**src/pkg/pscb_pkg.sv**
```systemverilog
package pscb_pkg;
  // parameter bus geometry
  localparam int ADDR_W = 16;
  localparam int DATA_W = 32;
  localparam int CMD_W = 16;

  // fieldbus parameter addresses
  localparam logic [15:0] ADDR_NV_BACKUP = 16'h0402;
  localparam logic [15:0] ADDR_CTRL_RESTORE = 16'h040e;
  localparam logic [15:0] ADDR_USER_DEFAULT = 16'h0410;
  localparam logic [15:0] ADDR_FACTORY_DEFAULT = 16'h0412;
  localparam logic [15:0] ADDR_SCALE_DIV = 16'h060e;
  localparam logic [15:0] ADDR_ROT_DIR = 16'h0618;

  // command field layout and trigger values
  localparam int CMD_GO_BIT = 0;
  localparam logic [15:0] CMD_ONE = 16'h0001;
  localparam logic [15:0] CMD_ZERO = 16'h0000;
  localparam logic [15:0] ROT_DIR_MAX = 16'h0001;

  // reset and default values of persistent parameters
  localparam logic RST_ROT_DIR = 1'b0;
  localparam logic [31:0] RST_SCALE_DIV = 32'h0000_4000;

  // non-volatile save duration
  localparam int CLK_MHZ = 40;
  localparam int NV_SAVE_TIME_US = 100;
  localparam int NV_SAVE_CYCLES = NV_SAVE_TIME_US * CLK_MHZ;

  // which save is running
  typedef enum logic [1:0] {OP_NONE, OP_BACKUP, OP_FACTORY} pscb_op_t;

  // backup and user reset trigger on bit 0 alone
  function automatic logic pscb_bit_go(input logic [15:0] v);
    return v[CMD_GO_BIT];
  endfunction
endpackage

```
**src/hw/pscb_nv_seq.sv**
```systemverilog
`timescale 1ns/100ps
// times one non-volatile save; busy spans the whole write, done ends it
module pscb_nv_seq
  import pscb_pkg::*;
#(
  parameter int SAVE_CYCLES = pscb_pkg::NV_SAVE_CYCLES
)
(
  input wire logic sys_clk,
  input wire logic rstn,
  input wire logic start,
  output logic busy,
  output logic done
);
  localparam int CW = $clog2(SAVE_CYCLES + 1);
  localparam logic [CW-1:0] LAST = CW'(SAVE_CYCLES - 1);

  logic [CW-1:0] cnt; // cycles spent in the save
  logic [CW-1:0] next_cnt;
  logic next_busy;
  logic next_done;

  // start is ignored while busy; the caller refuses such writes anyway
  always_comb
  begin
    next_cnt = cnt;
    next_busy = busy;
    next_done = 1'b0;
    if (busy)
    begin
      if (cnt == LAST)
      begin
        next_busy = 1'b0;
        next_done = 1'b1;
        next_cnt = '0;
      end
      else
        next_cnt = cnt + CW'(1);
    end
    else if (start)
    begin
      next_busy = 1'b1;
      next_cnt = '0;
    end
  end

  // registers only
  always_ff @(posedge sys_clk)
  begin
    if (!rstn)
    begin
      cnt <= '0;
      busy <= 1'b0;
      done <= 1'b0;
    end
    else
    begin
      cnt <= next_cnt;
      busy <= next_busy;
      done <= next_done;
    end
  end
endmodule

```
**src/hw/pscb_scale_latch.sv**
```systemverilog
`timescale 1ns/100ps
// holds the divisor that the position scaling really uses
module pscb_scale_latch
  import pscb_pkg::*;
(
  input wire logic sys_clk,
  input wire logic rstn,
  input wire logic load,
  input wire logic [31:0] value,
  output logic [31:0] active
);
  logic [31:0] next_active;

  // a stored divisor waits here until the ratio is adopted
  always_comb
  begin
    next_active = load ? value : active;
  end

  always_ff @(posedge sys_clk)
  begin
    if (!rstn)
      active <= RST_SCALE_DIV;
    else
      active <= next_active;
  end
endmodule

```
**src/hw/pscb_bank.sv**
```systemverilog
`timescale 1ns/100ps
module pscb_bank
  import pscb_pkg::*;
#(
  parameter int SAVE_CYCLES = pscb_pkg::NV_SAVE_CYCLES
)
(
  input wire logic sys_clk,
  input wire logic rstn,
  input wire logic [pscb_pkg::ADDR_W-1:0] par_addr,
  input wire logic par_wr,
  input wire logic [pscb_pkg::DATA_W-1:0] par_wdata,
  input wire logic par_rd,
  input wire logic restart,
  input wire logic scale_num_wr,
  output logic [pscb_pkg::DATA_W-1:0] par_rdata,
  output logic par_rvalid,
  output logic par_wack,
  output logic par_werr,
  output logic rot_dir_active,
  output logic [31:0] scale_div_active,
  output logic ctrl_tune_reset,
  output logic cur_loop_autoset,
  output logic nv_busy
);
  import pscb_pkg::*;

  // working copy of persistent parameters
  logic rot_dir;
  logic [31:0] scale_div;
  // non-volatile image, survives restart but not rstn
  logic nv_rot_dir;
  logic [31:0] nv_scale_div;
  // values captured when a save starts
  logic pend_rot_dir;
  logic [31:0] pend_div;
  pscb_op_t op;
  // command registers read back nonzero while their save runs
  logic [CMD_W-1:0] cmd_backup;
  logic [CMD_W-1:0] cmd_factory;
  logic nv_done;
  logic nv_start;
  logic latch_load;
  logic [31:0] latch_val;
  logic next_rot_dir;
  logic [31:0] next_scale_div;
  logic next_nv_rot_dir;
  logic [31:0] next_nv_scale_div;
  logic next_pend_rot_dir;
  logic [31:0] next_pend_div;
  pscb_op_t next_op;
  logic [CMD_W-1:0] next_cmd_backup;
  logic [CMD_W-1:0] next_cmd_factory;
  logic next_rot_dir_active;
  logic next_ctrl_tune_reset;
  logic next_cur_loop_autoset;
  logic next_wack;
  logic next_werr;
  logic [DATA_W-1:0] next_rdata;
  logic [CMD_W-1:0] wlo;

  assign wlo = par_wdata[CMD_W-1:0];
  // save timer; nv image is written only when it reports done
  pscb_nv_seq #(.SAVE_CYCLES(SAVE_CYCLES)) u_seq (
    .sys_clk(sys_clk),
    .rstn(rstn),
    .start(nv_start),
    .busy(nv_busy),
    .done(nv_done)
  );

  // start-up reloads the ratio from nv, otherwise the numerator write adopts it
  assign latch_load = scale_num_wr | restart;
  assign latch_val = restart ? nv_scale_div : scale_div;

  pscb_scale_latch u_latch (
    .sys_clk(sys_clk),
    .rstn(rstn),
    .load(latch_load),
    .value(latch_val),
    .active(scale_div_active)
  );

  // parameter writes, command launch, save completion and start-up
  always_comb
  begin
    next_rot_dir = rot_dir;
    next_scale_div = scale_div;
    next_nv_rot_dir = nv_rot_dir;
    next_nv_scale_div = nv_scale_div;
    next_pend_rot_dir = pend_rot_dir;
    next_pend_div = pend_div;
    next_op = op;
    next_cmd_backup = cmd_backup;
    next_cmd_factory = cmd_factory;
    next_rot_dir_active = rot_dir_active;
    next_ctrl_tune_reset = 1'b0;
    next_cur_loop_autoset = 1'b0;
    next_wack = 1'b0;
    next_werr = 1'b0;
    nv_start = 1'b0;
    // save finished: commit snapshot and let the command read zero
    if (nv_done)
    begin
      next_nv_rot_dir = pend_rot_dir;
      next_nv_scale_div = pend_div;
      next_cmd_backup = CMD_ZERO;
      next_cmd_factory = CMD_ZERO;
      next_op = OP_NONE;
    end
    // start-up: nv contents become the working and active state
    if (restart)
    begin
      next_rot_dir = nv_rot_dir;
      next_scale_div = nv_scale_div;
      next_rot_dir_active = nv_rot_dir;
    end
    else if (par_wr)
    begin
      next_wack = 1'b1;
      unique case (par_addr)
        ADDR_NV_BACKUP:
        begin
          // one save at a time; a second request while busy is refused
          if (nv_busy || nv_done)
          begin
            next_wack = 1'b0;
            next_werr = 1'b1;
          end
          else if (pscb_bit_go(wlo))
          begin
            next_cmd_backup = wlo;
            next_pend_rot_dir = rot_dir;
            next_pend_div = scale_div;
            next_op = OP_BACKUP;
            nv_start = 1'b1;
          end
        end
        ADDR_CTRL_RESTORE:
        begin
          if (wlo == CMD_ONE)
          begin
            next_ctrl_tune_reset = 1'b1;
            next_cur_loop_autoset = 1'b1;
          end
          else if (wlo != CMD_ZERO)
          begin
            next_wack = 1'b0;
            next_werr = 1'b1;
          end
        end
        ADDR_FACTORY_DEFAULT:
        begin
          if (nv_busy || nv_done)
          begin
            next_wack = 1'b0;
            next_werr = 1'b1;
          end
          else if (wlo == CMD_ONE)
          begin
            // defaults go to nv only; working state stays as it is
            next_cmd_factory = wlo;
            next_pend_rot_dir = RST_ROT_DIR;
            next_pend_div = RST_SCALE_DIV;
            next_op = OP_FACTORY;
            nv_start = 1'b1;
          end
        end
        ADDR_USER_DEFAULT:
        begin
          // working copy only, direction untouched, nv untouched
          if (pscb_bit_go(wlo))
            next_scale_div = RST_SCALE_DIV;
        end
        ADDR_SCALE_DIV:
        begin
          if ($signed(par_wdata) > 32'sh0000_0000)
            next_scale_div = par_wdata;
          else
          begin
            next_wack = 1'b0;
            next_werr = 1'b1;
          end
        end
        ADDR_ROT_DIR:
        begin
          // stored now, acts only after restart
          if (par_wdata[DATA_W-1:CMD_W] == 16'h0000 && wlo <= ROT_DIR_MAX)
            next_rot_dir = wlo[0];
          else
          begin
            next_wack = 1'b0;
            next_werr = 1'b1;
          end
        end
        default:
        begin
          next_wack = 1'b0;
          next_werr = 1'b1;
        end
      endcase
    end
  end

  // read mux; restore and user commands act at once so they read zero
  always_comb
  begin
    next_rdata = '0;
    unique case (par_addr)
      ADDR_NV_BACKUP: next_rdata = {16'h0000, cmd_backup};
      ADDR_FACTORY_DEFAULT: next_rdata = {16'h0000, cmd_factory};
      ADDR_SCALE_DIV: next_rdata = scale_div;
      ADDR_ROT_DIR: next_rdata = {31'h0000_0000, rot_dir};
      default: next_rdata = '0;
    endcase
  end

  // registers only
  always_ff @(posedge sys_clk)
  begin
    if (!rstn)
    begin
      rot_dir <= RST_ROT_DIR;
      scale_div <= RST_SCALE_DIV;
      nv_rot_dir <= RST_ROT_DIR;
      nv_scale_div <= RST_SCALE_DIV;
      pend_rot_dir <= RST_ROT_DIR;
      pend_div <= RST_SCALE_DIV;
      op <= OP_NONE;
      cmd_backup <= CMD_ZERO;
      cmd_factory <= CMD_ZERO;
      rot_dir_active <= RST_ROT_DIR;
      ctrl_tune_reset <= 1'b0;
      cur_loop_autoset <= 1'b0;
      par_wack <= 1'b0;
      par_werr <= 1'b0;
      par_rdata <= '0;
      par_rvalid <= 1'b0;
    end
    else
    begin
      rot_dir <= next_rot_dir;
      scale_div <= next_scale_div;
      nv_rot_dir <= next_nv_rot_dir;
      nv_scale_div <= next_nv_scale_div;
      pend_rot_dir <= next_pend_rot_dir;
      pend_div <= next_pend_div;
      op <= next_op;
      cmd_backup <= next_cmd_backup;
      cmd_factory <= next_cmd_factory;
      rot_dir_active <= next_rot_dir_active;
      ctrl_tune_reset <= next_ctrl_tune_reset;
      cur_loop_autoset <= next_cur_loop_autoset;
      par_wack <= next_wack;
      par_werr <= next_werr;
      par_rdata <= par_rd ? next_rdata : par_rdata;
      par_rvalid <= par_rd;
    end
  end
endmodule

```
**config.mk**
```make
export PLATFORM = sky130hd
export DESIGN_NAME = pscb_bank
export DESIGN_NICKNAME = d
export VERILOG_FILES = /design/src/pkg/pscb_pkg.sv /design/src/hw/pscb_nv_seq.sv /design/src/hw/pscb_scale_latch.sv /design/src/hw/pscb_bank.sv
export SDC_FILE = /design/constraint.sdc
export NUM_CORES = 1
export LEC_CHECK = 0
export BUFFER_PORTS_ARGS = -buffer_cell sky130_fd_sc_hd__buf_2
export CAP_MARGIN = 25
export CORE_MARGIN = 2
export CORE_UTILIZATION = 40
export CTS_CLUSTER_SIZE = 14
export DETAILED_ROUTE_END_ITERATION = 8
export SETUP_SLACK_MARGIN = 0.1
export SYNTH_ARGS = -nofsm -noshare
export SYNTH_HDL_FRONTEND = slang
export SYNTH_SLANG_ARGS = --single-unit
export TNS_END_PERCENT = 10
```
**constraint.sdc**
```tcl
create_clock -name sys_clk -period 2.2 [get_ports sys_clk]
set_input_delay 0.22 -clock sys_clk [delete_from_list [all_inputs] [get_ports sys_clk]]
set_output_delay 0.22 -clock sys_clk [all_outputs]
set_load 0.01 [all_outputs]
```
After elaboration in Yosys (flattened, before gate mapping) --
Cells that the tools add are included.
Cells by class: $add $sub $neg 1, $lt $le $gt $ge 2, equal/unequal tests 14, muxes and demuxes 59, bitwise gates (word level) 5, reductions and logical operators 17
Operators with widths (count):
- $mux 32 | 9
- $mux 16 | 12
- $pmux 32 s2 | 2
- $pmux 32 s4 | 1
- $eq 16x11->1 const B | 6
- $mux 12 | 3
- $gt 32x1->1 const B | 1
- $mux 1 | 28
- $eq 16x1->1 const B | 1
- $le 16x1->1 const B | 1
- $logic_not 16->1 | 1
- $reduce_bool 16->1 | 1
- $add 12x1->12 const B | 1
- $eq 12x12->1 const B | 1
- $pmux 1 s5 | 2
- $reduce_bool 2->1 | 5
- $ne 2x2->1 const B | 4
- $reduce_and 7->1 | 1
- $ne 3x3->1 const B | 2
- $not 1->1 | 4
- $pmux 1 s2 | 2
- $reduce_and 4->1 | 1
- $reduce_or 4->1 | 1
- $reduce_and 3->1 | 1
- 7 further kinds | 7
Word-level totals: register bits after elaboration 214, input port bits 54, word-level logic and storage cells 116

Logic depth before layout (Yosys ltp) --
depth in word-level cells 8, depth in mapped cells 9

Modules after synthesis --
From an unflattened synthesis, not the netlist that was laid out.
Unflattened totals: cell total of the unflattened synthesis 1047, area total of the unflattened synthesis 9391.5 µm²
Modules (own cells, without submodules):
- pscb_bank | instances 1, cells each 862, area an instance 7475.9 µm², sequential area each 3363.2 µm²
- pscb_scale_latch | instances 1, cells each 103, area an instance 1241.2 µm², sequential area each 640.6 µm²
- pscb_nv_seq | instances 1, cells each 82, area an instance 674.4 µm², sequential area each 280.3 µm²

Worst setup path after synthesis --
Ideal clock, no wire load.
path kind input port to flip-flop, start input port par_addr[0] (netlist bit), end register scale_div[10], library setup time 0.122 ns, data arrival time 1.738 ns, data required time 2.078 ns, slack 0.340 ns, cell stages on the path 7, path through nor4b_2 > and2_1 > nand3_2 > o31ai_2 > a21boi_2 > buf_6 > a221o_1
Between the ends: word-level cells in the longest chain between the ends 4, elaborated cells on any way between the ends 9
Ends and longest elaborated chain:
- start: declaration | line pscb_bank.sv:10 | input wire logic [pscb_pkg::ADDR_W-1:0] par_addr,
- $eq 16x11->1 | line pscb_bank.sv:121 | unique case (par_addr)
- $pmux 32 s2 | line pscb_bank.sv:121
- $mux 32 | line pscb_bank.sv:118 | else if (par_wr)
- $mux 32 | line pscb_bank.sv:112 | if (restart)
- end signal: assignment | line pscb_bank.sv:243 | scale_div <= next_scale_div;
- end: declaration | line pscb_bank.sv:30 | logic [31:0] scale_div;
Several ways; a longest one is shown, not always the timed one. The select of a mux whose other input is x is not followed. A chain may end at the register's enable or synchronous reset.

Worst setup path in the final report --
start input port par_wdata[6] (netlist bit), end register pend_div[13]
Between the ends: word-level cells in the longest chain between the ends 3
Ends and longest elaborated chain:
- start: declaration | line pscb_bank.sv:12 | input wire logic [pscb_pkg::DATA_W-1:0] par_wdata,
- $eq 16x1->1 | line pscb_bank.sv:159 | else if (wlo == CMD_ONE)
- $ne 2x2->1 (no line)
- $reduce_and 7->1 (no line)
- end signal: assignment | line pscb_bank.sv:247 | pend_div <= next_pend_div;
- end: declaration | line pscb_bank.sv:36 | logic [31:0] pend_div;
No other way between the ends.

==> impl_metrics.json <==
{
  "core-area_um2": 21600,
  "grt_pass1_wl_um": 39500,
  "io-pin-count": 125,
  "synth_top_family_by_area": "simple AND/OR/NAND/NOR gates",
  "irDropWorstVdd_mv": 0.344,
  "worstRegToRegCells": 7,
  "tns_ps": 0,
  "setup_viol": 0,
  "synth_compound_area_share_pct": 14.7,
  "via_per_inst": 5.47,
  "drtPass1Iterations": 5,
  "startpoint": "par_wdata[6]",
  "die_w_um": 152,
  "arrival_ps": 2530,
  "grt-ovfl-total": 0,
  "drv_slew": 0,
  "worst_pin_slew_ps": 861,
  "synth_nets": 1037,
  "path_clk_slew_ps": 60,
  "slew-limit-headroom_pct": 42.6,
  "hold-path-cell-count": 3,
  "ys_warn_count": 0,
  "layout_commonest_cell": "dfxtp_1",
  "async_flop_share_pct": 0,
  "synthSimpleGateAreaFrac_pct": 22.3,
  "muxShareOfSynthArea_pct": 9.39,
  "finalNonFillerCells": 1430,
  "rsz0062_at_grt": "yes",
  "total_power_mw": 7.92,
  "totalWireLength_um": 25400,
  "period_minus_slack_ps": 2090,
  "synthesis.area_um2": 8740,
  "multi_input_area_um2": 4180,
  "grtUsageTotal_pct": 20.5,
  "rows": 54,
  "numCtsBuffers": 23,
  "synth_xor_area_share_pct": 0,
  "cp_num_cells": 10,
  "r2r_start": "u_seq.done$_SDFF_PN0_",
  "synth_cell_type_count": 48,
  "drc": 0,
  "crit_path_max_fanout": 7,
  "h-tree-depth": 1,
  "area_growth_pct": 26.5,
  "status": "finished, final reports clean",
  "critPathSlowestCell": "dlygate4sd3_1",
  "yosysSeqAreaShare_pct": 49.0,
  "finalHoldViolations": 0,
  "drtIter0Drc": 538,
  "cp_slowest_stage_delay_ps": 550,
  "dp_hpwl_um": 15700,
  "wl_per_cell_um": 17.7,
  "postLayoutCoreUtil_pct": 51.1,
  "yosys_most_used_dff": "dfxtp_1",
  "final.fill_count": 2026,
  "fmax_ghz": 0.477,
  "required_ps": 2630,
  "hp-start": "par_wdata[14]",
  "yosys.area_share.adder_pct": 0.143,
  "ant_nets": 0,
  "place_area_um2": 9750,
  "cts_tree": "yes",
  "clock-sinks": 214,
  "cts_buffer_depth": 3,
  "synth_enable_flop_cells": 0,
  "ys_ff_latch": 214,
  "io_buffers": 124,
  "power_density_nw_per_um2": 716,
  "cp-start-kind": "input pin",
  "syn-instance-count": 982,
  "root_buffer": "clkbuf_16",
  "gp_congestion": 0.850,
  "skew_ps": 9.84,
  "cp_cell_sequence": "dlygate4sd3_1 -> buf_2 -> nor4_4 -> nand2_2 -> or2_4 -> buf_4 -> a21oi_4 -> clkbuf_16 -> nand3_1 -> a21oi_1",
  "seqCellArea_um2": 4290,
  "cp_num_buf_inv": 4,
  "maxCapViolations": 0,
  "first_global_vias": 7278,
  "start_util_pct": 40.4,
  "fp.dieH_um": 152,
  "path_delay_family": "buffers and inverters",
  "p_leak_nw": 4.49,
  "die-area_um2": 23000,
  "worstSetupPathType": "in -> reg",
  "final_cell_mix": "dfxtp_1, nor2_1, buf_2, a21oi_1, mux2i_1",
  "grt_max_degree": 74,
  "nNetsFinal": 1189,
  "critPathCaptureType": "register",
  "post-place-cells": 1347,
  "hp-class": "in -> reg",
  "antenna_found_initial": 1,
  "drive_gt1_share_pct": 20.6,
  "vias": 7816,
  "stdcell_area_um2": 11100,
  "syn_area_per_cell_um2": 8.90,
  "clk_latency_ps": 510,
  "finalCritPeriodShare_pct": 95.2
}
## state kept, by name (all words and copies together), names as in the netlist, 12 cells and up
signal / flops
scale_div: 32
cmd_backup: 16
u_latch.active: 32
pend_div: 32
nv_scale_div: 32
cmd_factory: 16
par_rdata: 32
u_seq.cnt: 12
## synthesized netlist by cell type, types with 9 or more instances
library cell,n,share of area (%)
clkbuf_1,50,2.1
a211oi_1,16,1.4
and2_1,19,1.4
nand3_1,55,3.2
nor3_1,13,0.74
nand2_1,53,2.3
a21oi_1,117,6.7
nor3b_1,15,1.3
dfxtp_1,214,49
a221o_1,29,3.3
nor2_1,151,6.5
o21ai_0,15,0.86
mux2i_1,82,9.4
nand2b_1,20,1.4
buf_1,9,0.39
and3_1,33,2.4
buf_2,12,0.69
nor4_1,9,0.64
## metal layers
metal  global-route usage (%)  routed length, µm
met2                     30.7              11000
met3                     3.28               1670
met5                        0                  0
met4                     5.92                541
met1                     30.5              12200
## metrics by stage
step	hold WS (ps)	worst slack, ps
2_1_floorplan	296	340
3_3_place_gp	439	99.4
3_5_place_dp	444	106
4_1_cts	6.09	105
5_1_grt	30.2	57.1
6_report	25.8	106
## area by class of cell
class                           count  area share (%)
Sequential cell                   214            38.8
Multi-Input combinational cell    680            37.8
Timing Repair Buffer              207            13.6
Clock buffer                       34            5.94
Tap cell                          280            3.17
Clock inverter                      6           0.362
Inverter                            8           0.294
Antenna cell                        1          0.0226
## where the power goes
| part | leakage, nW | total (mW) | switching [mW] | internal (mW) |
|---|---|---|---|---|
| Sequential | 1.73 | 3.89 | 0.00691 | 3.89 |
| Combinational | 2.42 | 0.426 | 0.251 | 0.175 |
| Clock | 0.341 | 3.60 | 1.53 | 2.07 |
| Total | 4.49 | 7.92 | 1.79 | 6.13 |
## timing repair
item / 4_1_cts / 5_1_grt
endpoints found under the hold margin: 35 / 0
gates resized for setup: 0 / 29
hold buffers: 28 / 0
endpoints found under the setup margin: 0 / 88
setup buffers: 0 / 9
## logic make-up after synthesis
kind of cell,count (synthesis)
flip-flops,214
buffers and inverters,88
AND/OR/NAND/NOR,394
multiplexers,82
adder cells (fa/ha/maj),1
AO/OA/AOI/OAI,203
## worst reg2reg max path, cell delays in order, from the launching register on
cell and delay [ps]:
dfxtp_2 310, nor2_1 280, nand4_1 230, or2_1 330, a21o_1 250, nand2_1 200, buf_4 190, a31oi_1 90
## final timing paths
check                                     to  slack, ps
setup / recovery   pend_div[13]$_SDFFE_PN0P_        110
hold / removal    scale_div[14]$_SDFFE_PN1P_         30
setup reg to reg   u_seq.cnt[8]$_SDFFE_PN0P_        210
hold reg to reg     pend_div[1]$_SDFFE_PN0P_        450
Note: power is estimated with default switching activity, not from simulation.
